[src/rtl/cct_pkg.sv]
/*
 * cct_pkg: constants and types of the capture/compare timer.
 * assumes a 16-bit register port with one-cycle read latency.
 */
package cct_pkg;
  // register indexes
  localparam logic [3:0] REG_CTRL_MODE = 4'h0;
  localparam logic [3:0] REG_CTRL_SYNC = 4'h1;
  localparam logic [3:0] REG_STATUS    = 4'h2;
  localparam logic [3:0] REG_TMR_LO    = 4'h3;
  localparam logic [3:0] REG_TMR_HI    = 4'h4;
  localparam logic [3:0] REG_PER_LO    = 4'h5;
  localparam logic [3:0] REG_PER_HI    = 4'h6;
  localparam logic [3:0] REG_CMP_PRI   = 4'h7;
  localparam logic [3:0] REG_CMP_SEC   = 4'h8;
  localparam logic [3:0] REG_CAP_LO    = 4'h9;
  localparam logic [3:0] REG_CAP_HI    = 4'hA;
  // mode register fields
  localparam int ENABLE_BIT   = 15;
  localparam int CLKSEL_LSB   = 8;
  localparam int PRESC_LSB    = 6;
  localparam int WIDE_BIT     = 5;
  localparam int CAPSEL_BIT   = 4;
  localparam int MODE_LSB     = 0;
  // sync register fields
  localparam int TRIGGER_OPERATION_ENABLE_BIT   = 7;
  localparam int SYNCSEL_LSB  = 0;
  // status register fields
  localparam int TRIG_ACT_BIT = 7;
  localparam int TRIG_CLR_BIT = 5;
  localparam int OVF_BIT      = 2;
  localparam int NEMPTY_BIT   = 1;
  localparam int EVENT_BIT    = 0;
  // reset values
  localparam logic [15:0] CTRL_MODE_RST = 16'h0000;
  localparam logic [15:0] CTRL_SYNC_RST = 16'h0000;
  localparam logic [15:0] PER_RST       = 16'hFFFF;
  // operating mode field codes
  localparam logic [3:0] MODE_TIMER    = 4'h0;
  localparam logic [3:0] MODE_OC_HIGH  = 4'h1;
  localparam logic [3:0] MODE_OC_LOW   = 4'h2;
  localparam logic [3:0] MODE_OC_TOG   = 4'h3;
  localparam logic [3:0] MODE_OC_DUAL  = 4'h4;
  localparam logic [3:0] MODE_OC_PWM   = 4'h5;
  localparam logic [3:0] MODE_IC_EDGE  = 4'h0;
  localparam logic [3:0] MODE_IC_RISE  = 4'h1;
  localparam logic [3:0] MODE_IC_FALL  = 4'h2;
  localparam logic [3:0] MODE_IC_BOTH  = 4'h3;
  localparam logic [3:0] MODE_IC_RISE4 = 4'h4;
  localparam logic [3:0] MODE_IC_RISE16 = 4'h5;
  localparam logic [2:0] CLKSEL_SYS    = 3'h0;
  // prescale terminal counts for 1:1, 1:4, 1:16, 1:64
  localparam logic [5:0] PRESC_END1  = 6'h00;
  localparam logic [5:0] PRESC_END4  = 6'h03;
  localparam logic [5:0] PRESC_END16 = 6'h0F;
  localparam logic [5:0] PRESC_END64 = 6'h3F;
  localparam logic [3:0] CAP_DIV4_END  = 4'h3;
  localparam logic [3:0] CAP_DIV16_END = 4'hF;
  localparam int CAP_DEPTH = 4;

  typedef struct packed {
    logic [3:0]  addr;
    logic [15:0] wdata;
    logic        wr;
    logic        rd;
  } cct_req_t;

  typedef enum logic [3:0] {
    MJ_OFF   = 4'b0001,
    MJ_TIMER = 4'b0010,
    MJ_OC    = 4'b0100,
    MJ_IC    = 4'b1000
  } cct_major_t;
endpackage

[src/rtl/cct_timer.sv]
/*
 * cct_timer: timer, output compare/pwm and input capture unit.
 * assumes all inputs are synchronous to core_clk; clock sources 1 to 7 are
 * sampled as levels and their rising edges make the time base.
 */
`timescale 1ns/100ps
`default_nettype none

module cct_timer (
  // clock and reset
  input  wire logic        core_clk,
  input  wire logic        rst,
  // register port
  input  wire cct_pkg::cct_req_t bus_req,
  output logic [15:0]      rd_data,
  // time base and sync sources
  input  wire logic [7:0]  clk_src,
  input  wire logic [31:0] sync_in,
  // capture input
  input  wire logic        capture_in,
  // outputs
  output logic             cmp_out,
  output logic             sync_out,
  output logic             event_irq
);
  logic [15:0] ctrl_mode_q;
  logic [15:0] ctrl_sync_q;
  logic [15:0] tmr_lo_q;
  logic [15:0] tmr_hi_q;
  logic [15:0] per_lo_q;
  logic [15:0] per_hi_q;
  logic [15:0] cmp_pri_q;
  logic [15:0] cmp_sec_q;
  logic [15:0] pri_act_q;
  logic [15:0] sec_act_q;
  logic [7:0]  clk_src_q;
  logic [5:0]  presc_q;
  logic        trig_act_q;
  logic        event_flag_q;
  logic        ovf_q;
  logic        cap_in_q;
  logic [3:0]  cap_div_q;
  logic [31:0] cap_mem [cct_pkg::CAP_DEPTH];
  logic [1:0]  wr_ptr_q;
  logic [1:0]  rd_ptr_q;
  logic [2:0]  cap_cnt_q;
  logic        cmp_out_q;
  logic        sync_out_q;
  logic        event_irq_q;
  logic [15:0] rd_data_q;
  cct_pkg::cct_major_t major_q;

  logic        enable;
  logic [2:0]  clk_sel;
  logic [1:0]  presc_sel;
  logic        wide;
  logic [3:0]  mode;
  logic        trig_en;
  logic [4:0]  sync_sel;
  logic        src_tick;
  logic [5:0]  presc_end;
  logic        tick;
  logic        sync_hit;
  logic        hold;
  logic        lo_match;
  logic        hi_match;
  logic        wide_match;
  logic        wr;
  logic        rd;
  logic [3:0]  addr;
  logic [15:0] wdata;
  logic        cap_rise;
  logic        cap_fall;
  logic        cap_event;
  logic        cap_push;
  logic        cap_pop;
  logic        run_timer;
  logic        run_oc;
  logic        run_ic;
  logic        pri_match;
  logic        sec_match;

  assign addr      = bus_req.addr;
  assign wdata     = bus_req.wdata;
  assign wr        = bus_req.wr;
  assign rd        = bus_req.rd;
  assign enable    = ctrl_mode_q[cct_pkg::ENABLE_BIT];
  assign clk_sel   = ctrl_mode_q[cct_pkg::CLKSEL_LSB +: 3];
  assign presc_sel = ctrl_mode_q[cct_pkg::PRESC_LSB +: 2];
  assign wide      = ctrl_mode_q[cct_pkg::WIDE_BIT];
  assign mode      = ctrl_mode_q[cct_pkg::MODE_LSB +: 4];
  assign trig_en   = ctrl_sync_q[cct_pkg::TRIGGER_OPERATION_ENABLE_BIT];
  assign sync_sel  = ctrl_sync_q[cct_pkg::SYNCSEL_LSB +: 5];

  // major mode decode; a new mode takes effect by rewriting the field
  always_ff @(posedge core_clk or posedge rst) begin
    if (rst) begin
      major_q <= cct_pkg::MJ_OFF;
    end else if (!enable) begin
      major_q <= cct_pkg::MJ_OFF;
    end else if (ctrl_mode_q[cct_pkg::CAPSEL_BIT]) begin
      major_q <= cct_pkg::MJ_IC;
    end else if (mode == cct_pkg::MODE_TIMER) begin
      major_q <= cct_pkg::MJ_TIMER;
    end else begin
      major_q <= cct_pkg::MJ_OC;
    end
  end

  always_comb begin
    run_timer = 1'b0;
    run_oc    = 1'b0;
    run_ic    = 1'b0;
    case (major_q)
      cct_pkg::MJ_TIMER: run_timer = 1'b1;
      cct_pkg::MJ_OC:    run_oc    = 1'b1;
      cct_pkg::MJ_IC:    run_ic    = 1'b1;
      default:           run_timer = 1'b0;
    endcase
  end

  // time base: selected source edge, then prescaler
  always_ff @(posedge core_clk or posedge rst) begin
    if (rst) begin
      clk_src_q <= 8'h00;
    end else begin
      clk_src_q <= clk_src;
    end
  end

  // source 0 is the system clock itself: a tick every cycle
  assign src_tick = (clk_sel == cct_pkg::CLKSEL_SYS) ? 1'b1 :
                    (clk_src[clk_sel] & ~clk_src_q[clk_sel]);

  always_comb begin
    case (presc_sel)
      2'h0:    presc_end = cct_pkg::PRESC_END1;
      2'h1:    presc_end = cct_pkg::PRESC_END4;
      2'h2:    presc_end = cct_pkg::PRESC_END16;
      default: presc_end = cct_pkg::PRESC_END64;
    endcase
  end

  always_ff @(posedge core_clk or posedge rst) begin
    if (rst) begin
      presc_q <= 6'h00;
    end else if (major_q == cct_pkg::MJ_OFF) begin
      presc_q <= 6'h00;
    end else if (src_tick) begin
      presc_q <= (presc_q >= presc_end) ? 6'h00 : presc_q + 6'h01;
    end
  end

  assign tick = src_tick && (presc_q >= presc_end);

  // sync and trigger control
  assign sync_hit = sync_in[sync_sel];
  // held at zero until a trigger arrives
  assign hold     = trig_en && !trig_act_q;

  always_ff @(posedge core_clk or posedge rst) begin
    if (rst) begin
      trig_act_q <= 1'b0;
    end else if (!enable || !trig_en) begin
      trig_act_q <= 1'b0;
    end else if (sync_hit && !run_ic) begin
      trig_act_q <= 1'b1;
    end else if (wr && addr == cct_pkg::REG_STATUS &&
                 wdata[cct_pkg::TRIG_CLR_BIT]) begin
      trig_act_q <= 1'b0;
    end
  end

  // period compare, shared by timer and compare modes
  assign lo_match   = (tmr_lo_q == per_lo_q);
  assign hi_match   = (tmr_hi_q == per_hi_q);
  assign wide_match = lo_match && hi_match;

  // shared counter pair; capture runs it free
  always_ff @(posedge core_clk or posedge rst) begin
    if (rst) begin
      tmr_lo_q <= 16'h0000;
      tmr_hi_q <= 16'h0000;
    end else if (wr && addr == cct_pkg::REG_TMR_LO) begin
      tmr_lo_q <= wdata;
    end else if (wr && addr == cct_pkg::REG_TMR_HI) begin
      tmr_hi_q <= wdata;
    end else if (major_q == cct_pkg::MJ_OFF) begin
      tmr_lo_q <= 16'h0000;
      tmr_hi_q <= 16'h0000;
    end else if (!run_ic && (hold || (!trig_en && sync_hit))) begin
      tmr_lo_q <= 16'h0000;
      if (wide) begin
        tmr_hi_q <= 16'h0000;
      end
    end else if (tick) begin
      if (run_ic) begin
        tmr_lo_q <= tmr_lo_q + 16'h0001;
        if (wide && tmr_lo_q == 16'hFFFF) begin
          tmr_hi_q <= tmr_hi_q + 16'h0001;
        end
      end else if (wide) begin
        if (wide_match) begin
          tmr_lo_q <= 16'h0000;
          tmr_hi_q <= 16'h0000;
        end else begin
          tmr_lo_q <= tmr_lo_q + 16'h0001;
          if (tmr_lo_q == 16'hFFFF) begin
            tmr_hi_q <= tmr_hi_q + 16'h0001;
          end
        end
      end else begin
        tmr_lo_q <= lo_match ? 16'h0000 : tmr_lo_q + 16'h0001;
        if (run_timer) begin
          tmr_hi_q <= hi_match ? 16'h0000 :
                      tmr_hi_q + 16'h0001;
        end
      end
    end
  end

  // compare values; pwm takes new values at the period boundary
  always_ff @(posedge core_clk or posedge rst) begin
    if (rst) begin
      pri_act_q <= 16'h0000;
      sec_act_q <= 16'h0000;
    end else if (mode != cct_pkg::MODE_OC_PWM || !run_oc ||
                 (tick && lo_match)) begin
      pri_act_q <= cmp_pri_q;
      sec_act_q <= cmp_sec_q;
    end
  end

  assign pri_match = wide ? ({tmr_hi_q, tmr_lo_q} ==
                             {sec_act_q, pri_act_q})
                          : (tmr_lo_q == pri_act_q);
  assign sec_match = (tmr_lo_q == sec_act_q);

  // single compare output of the one-output variant
  always_ff @(posedge core_clk or posedge rst) begin
    if (rst) begin
      cmp_out_q <= 1'b0;
    end else if (!run_oc) begin
      cmp_out_q <= 1'b0;
    end else if (tick) begin
      case (mode)
        cct_pkg::MODE_OC_HIGH: begin
          if (pri_match) cmp_out_q <= 1'b1;
        end
        cct_pkg::MODE_OC_LOW: begin
          if (pri_match) cmp_out_q <= 1'b0;
        end
        cct_pkg::MODE_OC_TOG: begin
          if (pri_match) cmp_out_q <= ~cmp_out_q;
        end
        cct_pkg::MODE_OC_DUAL, cct_pkg::MODE_OC_PWM: begin
          if (sec_match) begin
            cmp_out_q <= 1'b0;
          end else if (tmr_lo_q == pri_act_q) begin
            cmp_out_q <= 1'b1;
          end
        end
        default: cmp_out_q <= cmp_out_q;
      endcase
    end
  end

  // event pulses: sync out and interrupt request
  always_ff @(posedge core_clk or posedge rst) begin
    if (rst) begin
      sync_out_q  <= 1'b0;
      event_irq_q <= 1'b0;
    end else begin
      sync_out_q  <= tick && (run_timer || run_oc) && !hold &&
                     (wide ? wide_match : lo_match);
      if (run_timer) begin
        event_irq_q <= tick && !hold &&
                       (wide ? wide_match : hi_match);
      end else if (run_oc) begin
        event_irq_q <= tick && (pri_match ||
                       (mode >= cct_pkg::MODE_OC_DUAL && sec_match));
      end else begin
        event_irq_q <= cap_push;
      end
    end
  end

  // capture edge selection
  always_ff @(posedge core_clk or posedge rst) begin
    if (rst) begin
      cap_in_q <= 1'b0;
    end else begin
      cap_in_q <= capture_in;
    end
  end

  assign cap_rise = capture_in && !cap_in_q;
  assign cap_fall = !capture_in && cap_in_q;

  always_ff @(posedge core_clk or posedge rst) begin
    if (rst) begin
      cap_div_q <= 4'h0;
    end else if (!run_ic) begin
      cap_div_q <= 4'h0;
    end else if (cap_rise) begin
      cap_div_q <= cap_event ? 4'h0 : cap_div_q + 4'h1;
    end
  end

  always_comb begin
    case (mode)
      cct_pkg::MODE_IC_EDGE, cct_pkg::MODE_IC_BOTH:
        cap_event = cap_rise || cap_fall;
      cct_pkg::MODE_IC_RISE:   cap_event = cap_rise;
      cct_pkg::MODE_IC_FALL:   cap_event = cap_fall;
      cct_pkg::MODE_IC_RISE4:
        cap_event = cap_rise && cap_div_q == cct_pkg::CAP_DIV4_END;
      cct_pkg::MODE_IC_RISE16:
        cap_event = cap_rise && cap_div_q == cct_pkg::CAP_DIV16_END;
      default:                 cap_event = 1'b0;
    endcase
  end

  // capture fifo; a full fifo drops the event and flags overflow
  assign cap_push = run_ic && cap_event && cap_cnt_q != 3'(cct_pkg::CAP_DEPTH);
  assign cap_pop  = rd && addr == cct_pkg::REG_CAP_LO &&
                    cap_cnt_q != 3'h0;

  always_ff @(posedge core_clk) begin
    if (cap_push) begin
      cap_mem[wr_ptr_q] <= {wide ? tmr_hi_q : 16'h0000,
                            tmr_lo_q};
    end
  end

  always_ff @(posedge core_clk or posedge rst) begin
    if (rst) begin
      wr_ptr_q  <= 2'h0;
      rd_ptr_q  <= 2'h0;
      cap_cnt_q <= 3'h0;
    end else if (!run_ic) begin
      wr_ptr_q  <= 2'h0;
      rd_ptr_q  <= 2'h0;
      cap_cnt_q <= 3'h0;
    end else begin
      if (cap_push) wr_ptr_q <= wr_ptr_q + 2'h1;
      if (cap_pop)  rd_ptr_q <= rd_ptr_q + 2'h1;
      cap_cnt_q <= cap_cnt_q + 3'(cap_push) - 3'(cap_pop);
    end
  end

  // sticky status; a new event wins over a clear in the same cycle
  always_ff @(posedge core_clk or posedge rst) begin
    if (rst) begin
      event_flag_q <= 1'b0;
      ovf_q        <= 1'b0;
    end else begin
      if (event_irq_q) begin
        event_flag_q <= 1'b1;
      end else if (wr && addr == cct_pkg::REG_STATUS &&
                   wdata[cct_pkg::EVENT_BIT]) begin
        event_flag_q <= 1'b0;
      end
      if (run_ic && cap_event && !cap_push) begin
        ovf_q <= 1'b1;
      end else if (wr && addr == cct_pkg::REG_STATUS &&
                   wdata[cct_pkg::OVF_BIT]) begin
        ovf_q <= 1'b0;
      end
    end
  end

  // configuration registers
  always_ff @(posedge core_clk or posedge rst) begin
    if (rst) begin
      ctrl_mode_q <= cct_pkg::CTRL_MODE_RST;
      ctrl_sync_q <= cct_pkg::CTRL_SYNC_RST;
      per_lo_q    <= cct_pkg::PER_RST;
      per_hi_q    <= cct_pkg::PER_RST;
      cmp_pri_q   <= 16'h0000;
      cmp_sec_q   <= 16'h0000;
    end else if (wr) begin
      if (addr == cct_pkg::REG_CTRL_MODE) begin
        ctrl_mode_q <= wdata & 16'h87FF;
      end else if (addr == cct_pkg::REG_CTRL_SYNC) begin
        ctrl_sync_q <= wdata & 16'h009F;
      end else if (addr == cct_pkg::REG_PER_LO) begin
        per_lo_q <= wdata;
      end else if (addr == cct_pkg::REG_PER_HI) begin
        per_hi_q <= wdata;
      end else if (addr == cct_pkg::REG_CMP_PRI) begin
        cmp_pri_q <= wdata;
      end else if (addr == cct_pkg::REG_CMP_SEC) begin
        cmp_sec_q <= wdata;
      end
    end
  end

  // read port, data in the cycle after the strobe
  always_ff @(posedge core_clk or posedge rst) begin
    if (rst) begin
      rd_data_q <= 16'h0000;
    end else if (rd) begin
      if (addr == cct_pkg::REG_CTRL_MODE) begin
        rd_data_q <= ctrl_mode_q;
      end else if (addr == cct_pkg::REG_CTRL_SYNC) begin
        rd_data_q <= ctrl_sync_q;
      end else if (addr == cct_pkg::REG_STATUS) begin
        rd_data_q <= {8'h00, trig_act_q, 4'h0, ovf_q,
                      cap_cnt_q != 3'h0, event_flag_q};
      end else if (addr == cct_pkg::REG_TMR_LO) begin
        rd_data_q <= tmr_lo_q;
      end else if (addr == cct_pkg::REG_TMR_HI) begin
        rd_data_q <= tmr_hi_q;
      end else if (addr == cct_pkg::REG_PER_LO) begin
        rd_data_q <= per_lo_q;
      end else if (addr == cct_pkg::REG_PER_HI) begin
        rd_data_q <= per_hi_q;
      end else if (addr == cct_pkg::REG_CMP_PRI) begin
        rd_data_q <= cmp_pri_q;
      end else if (addr == cct_pkg::REG_CMP_SEC) begin
        rd_data_q <= cmp_sec_q;
      end else if (addr == cct_pkg::REG_CAP_LO) begin
        rd_data_q <= cap_mem[rd_ptr_q][15:0];
      end else if (addr == cct_pkg::REG_CAP_HI) begin
        rd_data_q <= cap_mem[rd_ptr_q][31:16];
      end else begin
        rd_data_q <= 16'h0000;
      end
    end else begin
      rd_data_q <= 16'h0000;
    end
  end

  assign rd_data   = rd_data_q;
  assign cmp_out   = cmp_out_q;
  assign sync_out  = sync_out_q;
  assign event_irq = event_irq_q;
endmodule

`default_nettype wire

[config.mk]
export PLATFORM = sky130hd
export DESIGN_NAME = cct_timer
export DESIGN_NICKNAME = d
export VERILOG_FILES = /design/src/rtl/cct_pkg.sv /design/src/rtl/cct_timer.sv
export SDC_FILE = /design/constraint.sdc
export NUM_CORES = 1
export LEC_CHECK = 0
export BUFFER_PORTS_ARGS = -buffer_cell sky130_fd_sc_hd__buf_4
export CAP_MARGIN = 20
export CELL_PAD_IN_SITES_DETAIL_PLACEMENT = 0
export CELL_PAD_IN_SITES_GLOBAL_PLACEMENT = 1
export CORE_UTILIZATION = 25
export DETAILED_ROUTE_END_ITERATION = 12
export PLACE_DENSITY = 0.55
export REMOVE_ABC_BUFFERS = 1
export SETUP_SLACK_MARGIN = 0.5
export SYNTH_ARGS = -nofsm -noshare
export SYNTH_HDL_FRONTEND = slang
export SYNTH_SLANG_ARGS = --single-unit
export TNS_END_PERCENT = 5
[constraint.sdc]
create_clock -name core_clk -period 5.2 [get_ports core_clk]
set_input_delay 0.26 -clock core_clk [delete_from_list [all_inputs] [get_ports core_clk]]
set_output_delay 0.26 -clock core_clk [all_outputs]
set_load 0.05 [all_outputs]
## Word level (Yosys, flattened, before mapping)

Memories as Yosys holds them, arrays and structs flattened.
Index checks and enable logic that the tools add are counted.

- Flip-flop bits (word level): 198
- Memory bits (writable): 128
- Input bits: 65
- Output and inout port bits: 19
- Logic and storage cells: 242
- Memories kept: 1

Memories:

| memory | depth | width | read ports | clocked after memory_dff | wr ports | RTL line | text |
|---|---|---|---|---|---|---|---|
| cap_mem | 4 | 32 | 1 | 0 | 1 | cct_timer.sv:43 | `logic [31:0] cap_mem [cct_pkg::CAP_DEPTH];` |

- Add/sub/neg operators: 8
- $lt $le $gt $ge: 4
- Eq/ne operators: 45
- Mux-type cells: 82
- Bitwise operators: 9
- Reductions and logical operators: 68

Operators with widths:

| cell | count |
|---|---|
| 16-bit 2-to-1 mux | 34 |
| 16-bit equality test | 4 |
| 16-bit by 1-bit adder with 16-bit output, second input constant | 2 |
| 32-bit equality test | 1 |
| 1-bit logical AND | 30 |
| 4-bit by 3-bit equality test with 1-bit output, second input constant | 7 |
| 1-bit 2-to-1 mux | 28 |
| 4-bit by 2-bit equality test with 1-bit output, second input constant | 6 |
| 4-bit equality test, second input constant | 5 |
| 4-bit 2-to-1 mux | 5 |
| 6-bit 2-to-1 mux | 3 |
| 6-bit one-hot mux with 3 select lines | 1 |
| 6-bit AND reduction | 3 |
| 16-bit equality test, second input constant | 1 |
| 4-bit by 1-bit equality test with 1-bit output, second input constant | 3 |
| 3-bit inequality test, second input constant | 4 |
| 2-bit inequality test, second input constant | 5 |
| 5-bit by 1-bit inequality test with 1-bit output, second input constant | 2 |
| 1-bit logical NOT | 9 |
| 4-bit logical NOT | 2 |
| 2-bit 2-to-1 mux | 4 |
| 4-bit inequality test, second input constant | 2 |
| 1-bit inverter | 8 |
| 4-bit nonzero test | 2 |
| 31 further kinds | 45 |

## Depth between registers and ports, before layout

- Word-level depth: 13
- Gate-level depth with buffers: 16
- Mapped depth without buffers: 16

## Worst setup path before layout

OpenSTA, ideal clock, no wires.

- Kind: register to register
- Start point: reg major_q[1]
- End point: reg cap_cnt_q[2]
- Setup time: 0.132 ns
- Data arrival time: 3.112 ns
- Setup slack: 1.956 ns
- Stages on the path, launching flop included: 13
- Buffers on the path: 1
- Period minus slack after synthesis: 3.244 ns
- Cell sequence: dfrtp_1 > or4b_2 > clkbuf_1 > nor3_1 > inv_1 > ha_1 > inv_1 > ha_1 > inv_1 > fa_1 > xor2_1 > xnor2_1 > nor2_1

- Longest elaborated chain between the ends: 7

Ends and longest elaborated chain:

| element | RTL line | text |
|---|---|---|
| from (decl) | cct_timer.sv:51 | `cct_pkg::cct_major_t major_q;` |
| from (signal assigned) | cct_timer.sv:98 | `major_q <= cct_pkg::MJ_OFF;` |
| from (signal assigned) | cct_timer.sv:100 | `major_q <= cct_pkg::MJ_OFF;` |
| from (signal assigned) | cct_timer.sv:102 | `major_q <= cct_pkg::MJ_IC;` |
| 4-bit equality test * | cct_timer.sv:114 | `case (major_q)` |
| 1-bit 2-to-1 mux * | cct_timer.sv:114 |  |
| 1-bit logical AND (2 in series) | cct_timer.sv:325 | `assign cap_push = run_ic && cap_event && cap_cnt_q != 3'(cct_pkg::CAP_DEPTH);` |
| 3-bit by 1-bit adder with 3-bit output | cct_timer.sv:348 | `cap_cnt_q <= cap_cnt_q + 3'(cap_push) - 3'(cap_pop);` |
| 3-bit by 1-bit subtractor with 3-bit output | cct_timer.sv:348 |  |
| 3-bit 2-to-1 mux * | cct_timer.sv:341 | `end else if (!run_ic) begin` |
| to (signal assigned) | cct_timer.sv:348 |  |
| to (decl) | cct_timer.sv:46 | `logic [2:0] cap_cnt_q;` |

Every way passes the cells marked *; elsewhere a longest branch is shown, timed or not.
A chain may end at the register's enable or synchronous reset.

## Worst setup path in the final report

- Start point: reg per_lo_q[6]
- End point: reg tmr_hi_q[0]

- Longest elaborated chain between the ends: 9
- Elaborated cells between the ends (all ways): 11

Ends and longest elaborated chain:

| element | RTL line | text |
|---|---|---|
| from (decl) | cct_timer.sv:30 | `logic [15:0] per_lo_q;` |
| from (signal assigned) | cct_timer.sv:378 | `per_lo_q <= cct_pkg::PER_RST;` |
| from (signal assigned) | cct_timer.sv:388 | `per_lo_q <= wdata;` |
| 16-bit equality test * | cct_timer.sv:175 | `assign lo_match = (tmr_lo_q == per_lo_q);` |
| 1-bit logical AND * | cct_timer.sv:177 | `assign wide_match = lo_match && hi_match;` |
| 16-bit 2-to-1 mux | cct_timer.sv:203 | `if (wide_match) begin` |
| 16-bit 2-to-1 mux | cct_timer.sv:202 | `end else if (wide) begin` |
| 16-bit 2-to-1 mux | cct_timer.sv:197 | `if (run_ic) begin` |
| 16-bit 2-to-1 mux | cct_timer.sv:196 | `end else if (tick) begin` |
| 16-bit 2-to-1 mux | cct_timer.sv:191 | `end else if (!run_ic && (hold \|\| (!trig_en && sync_hit))) begin` |
| 16-bit 2-to-1 mux | cct_timer.sv:188 | `end else if (major_q == cct_pkg::MJ_OFF) begin` |
| 16-bit 2-to-1 mux | cct_timer.sv:186 | `end else if (wr && addr == cct_pkg::REG_TMR_HI) begin` |
| to (signal assigned) | cct_timer.sv:187 | `tmr_hi_q <= wdata;` |
| to (signal assigned) | cct_timer.sv:200 | `tmr_hi_q <= tmr_hi_q + 16'h0001;` |
| to (signal assigned) | cct_timer.sv:209 | `tmr_hi_q <= tmr_hi_q + 16'h0001;` |
| to (decl) | cct_timer.sv:29 | `logic [15:0] tmr_hi_q;` |

Every way passes the cells marked *; elsewhere a longest branch is shown, timed or not. The select of a mux whose other input is x is not followed.

==> flow_summary.ini <==
[outcome]
status = complete, no violations

[yosys]
synthArstFlopShare = 0.606
synth_ff_type = dfrtp_1
synth.most_common_cell = dfrtp_1
ys_top_cells_by_count = 164 x dfrtp_1, 128 x edfxtp_1, 120 x mux2_2
yosys.area.top_type = dfrtp_1
synth-edff-count = 128
ys_ff_latch = 325
synth_top_area_frac = 0.251
synthTopCellsByArea = dfrtp_1 25%, edfxtp_1 23%, mux2_2 8.3%, dfstp_2 5.3%, mux4_2 5.0%
syn_inst = 1312
syn_area_um2 = 16400
ys_warn_count = 0
syn_avg_cell_area_um2 = 12.5
ys_seq_area_frac = 0.539
synthDistinctLibCells = 75

[cells_and_area]
syn2layout_area_growth_pct = 17.4
nets = 1476
antenna_cells = 0
fillers = 6563
final_area_um2 = 19200
drive_above_1_share = 0.276

[drt]
route.vias.total = 11300
ant_nets = 0
avgViaCountPerCell = 4.96
drt_iter0_markers = 737
drt_wl_total_um = 52600
drtPass1Iterations = 7
drc_errors = 0
wire_per_inst_um = 23.1

[global_routing]
grt_usage = 0.158
grt_start_max_net_pins = 115
grt_pass1_vias = 11300
grt_pass1_wl_um = 77900
gr-total-overflow = 0
antenna_found_initial = 1

[die]
design.portCount = 84
dieWidth_um = 258
fp.dieH_um = 258
core_area_um2 = 64600
die-area_um2 = 66500
start_util = 0.253
num_rows = 93

[worst_setup_path]
slowest_delay_ps = 610
rr_startpoint = per_lo_q[6]
critical_path_class = flop to flop
crit_path_end_kind = flop
arrival_ps = 4270
r2r_end = tmr_hi_q[0]
crit_path_start_kind = flop
r2r_slack_ps = 1380
required_ps = 5650
crit_chain = xor2_1, nor4_1, nand4_1, o21ai_1, o21bai_1, or3b_1, a21oi_4, mux2_2
crit_fanout = 16
slowest_stage = nor4_1
rr_worst_depth = 8

[sta]
tightest_slew_ps = 1040
post-route-min-period_ps = 3820
fin_crit_sh = 0.734
slew_violations = 0
rsz0062_at_grt = no
skew_ps = 28.8
finalHoldViolCount = 0
relSlewSlack = 0.308
layout_setup_ws_ps = 1380
fmax_mhz = 262
setup_violations = 0

[cts]
cts_setup_buffers = 0
clock_latency_ps = 570
clkTransAtPathRegs_ps = 60
cts_buffer_depth = 3
cts_sinks = 325
cts_tree = yes
cts.htree.levels = 2
cts_resized = 0
cts_made_buffers = 38
ctsHoldBuffers = 10
cts_root_buffer = clkbuf_16

[placement]
post-place-ws_ps = 1300
postPlaceCellArea_um2 = 17900
gp_congestion = 0.921
place_hpwl_um = 37300
portBuffers = 82

[min_path]
hold_end = cmp_sec_q[11]
hold_class = input port to flop
whs_path_depth = 2
worstHoldStart = bus_req[13]

[flow_run]
maxCapViolations = 0

[power_and_ir_drop]
p_leak_nw = 7.50
p_per_area_nw_per_um2 = 396
ir_worst_vdd_mv = 0.196
==> worst max-delay path: cells and delay by family, from the launching register on <==
family           cells  cell delay [ps]
XOR/XNOR             1               90
AND/OR/NAND/NOR      3             1750
flip-flops           1              560
AO/OA/AOI/OAI        3              900
multiplexers         1              400
==> worst max path at each step <==
stage / startpoint / endpoint / slack [ps] / cells after the start
global placement: per_lo_q[6] / tmr_hi_q[0] / 1360 / 8
finish: per_lo_q[6] / tmr_hi_q[0] / 1380 / 8
floorplan: rst / cap_cnt_q[0] / -370 / 1
detailed placement: per_lo_q[6] / tmr_hi_q[0] / 1300 / 8
CTS: per_lo_q[6] / tmr_hi_q[0] / 1300 / 8
global route: ctrl_mode_q[0] / cap_cnt_q[2] / 1180 / 15
==> stage by stage <==
stage          TNS, ps  total power, mW  cells  hold slack [ps]  utilization
2_1_floorplan   -61390             4.35   1220              291            -
3_3_place_gp         0             5.05   2197              377        0.278
3_5_place_dp         0             5.07   2197              379        0.278
4_1_cts              0             7.69   2277             1.52        0.298
5_1_grt              0             7.95   2277             18.7        0.298
6_report             0             7.61   2277             18.1        0.298
==> registers in the layout, summed over array words and instances, names as in the netlist, 3 cells and up <==
register	cells
cmp_sec_q	16
tmr_hi_q	16
ctrl_sync_q	6
tmr_lo_q	16
sec_act_q	16
clk_src_q	7
per_hi_q	16
ctrl_mode_q	12
rd_data	16
cmp_pri_q	16
cap_cnt_q	3
pri_act_q	16
major_q	4
cap_mem	128
per_lo_q	16
presc_q	6
cap_div_q	4
==> area by class of cell <==
cell class,instances,area (um^2),share of cell area
Sequential cell,325,8820,0.459
Clock buffer,57,1070,0.0558
Tap cell,855,1070,0.0557
Multi-Input combinational cell,870,7030,0.366
Inverter,25,101,0.00527
Clock inverter,13,113,0.00586
Timing Repair Buffer,132,1020,0.0529
==> cell usage in the layout, fill, tap and decap left out, drive strengths merged, types with 33 or more instances in the layout <==
cell and instances:
nor2 65, nand2 77, a21oi 57, o21ai 41, clkbuf 57, dfrtp 164, edfxtp 128, dfstp 33
mux2 120, and2 33, xor2 68, mux4 36, buf 122, mux2i 35
==> layer usage <==
layer / vias up / routed length [um] / global-route usage
li1: 5068 / - / -
met4: 0 / 1020 / 0.0355
met5: - / 0 / 0
met1: 5904 / 24200 / 0.217
met3: 70 / 2110 / 0.0232
met2: 256 / 25300 / 0.263
==> cells by family after synthesis <==
logic type,count (synthesis),share of synthesized area
adders and majority gates,19,0.0150
muxes,191,0.154
DFF,325,0.539
buffers and inverters,117,0.0331
AOI/OAI and AO/OA,252,0.110
and+or+nand+nor,321,0.103
xor gates and xnor gates,87,0.0466
==> power by group <==
part	total, mW	switching [mW]	internal (mW)	leakage, nW
sequential	3.38	0.376	3.00	3.60
clock	2.57	1.09	1.48	0.579
combinational	1.65	0.952	0.703	3.32
No activity file was read; power rests on OpenSTA's default activity.
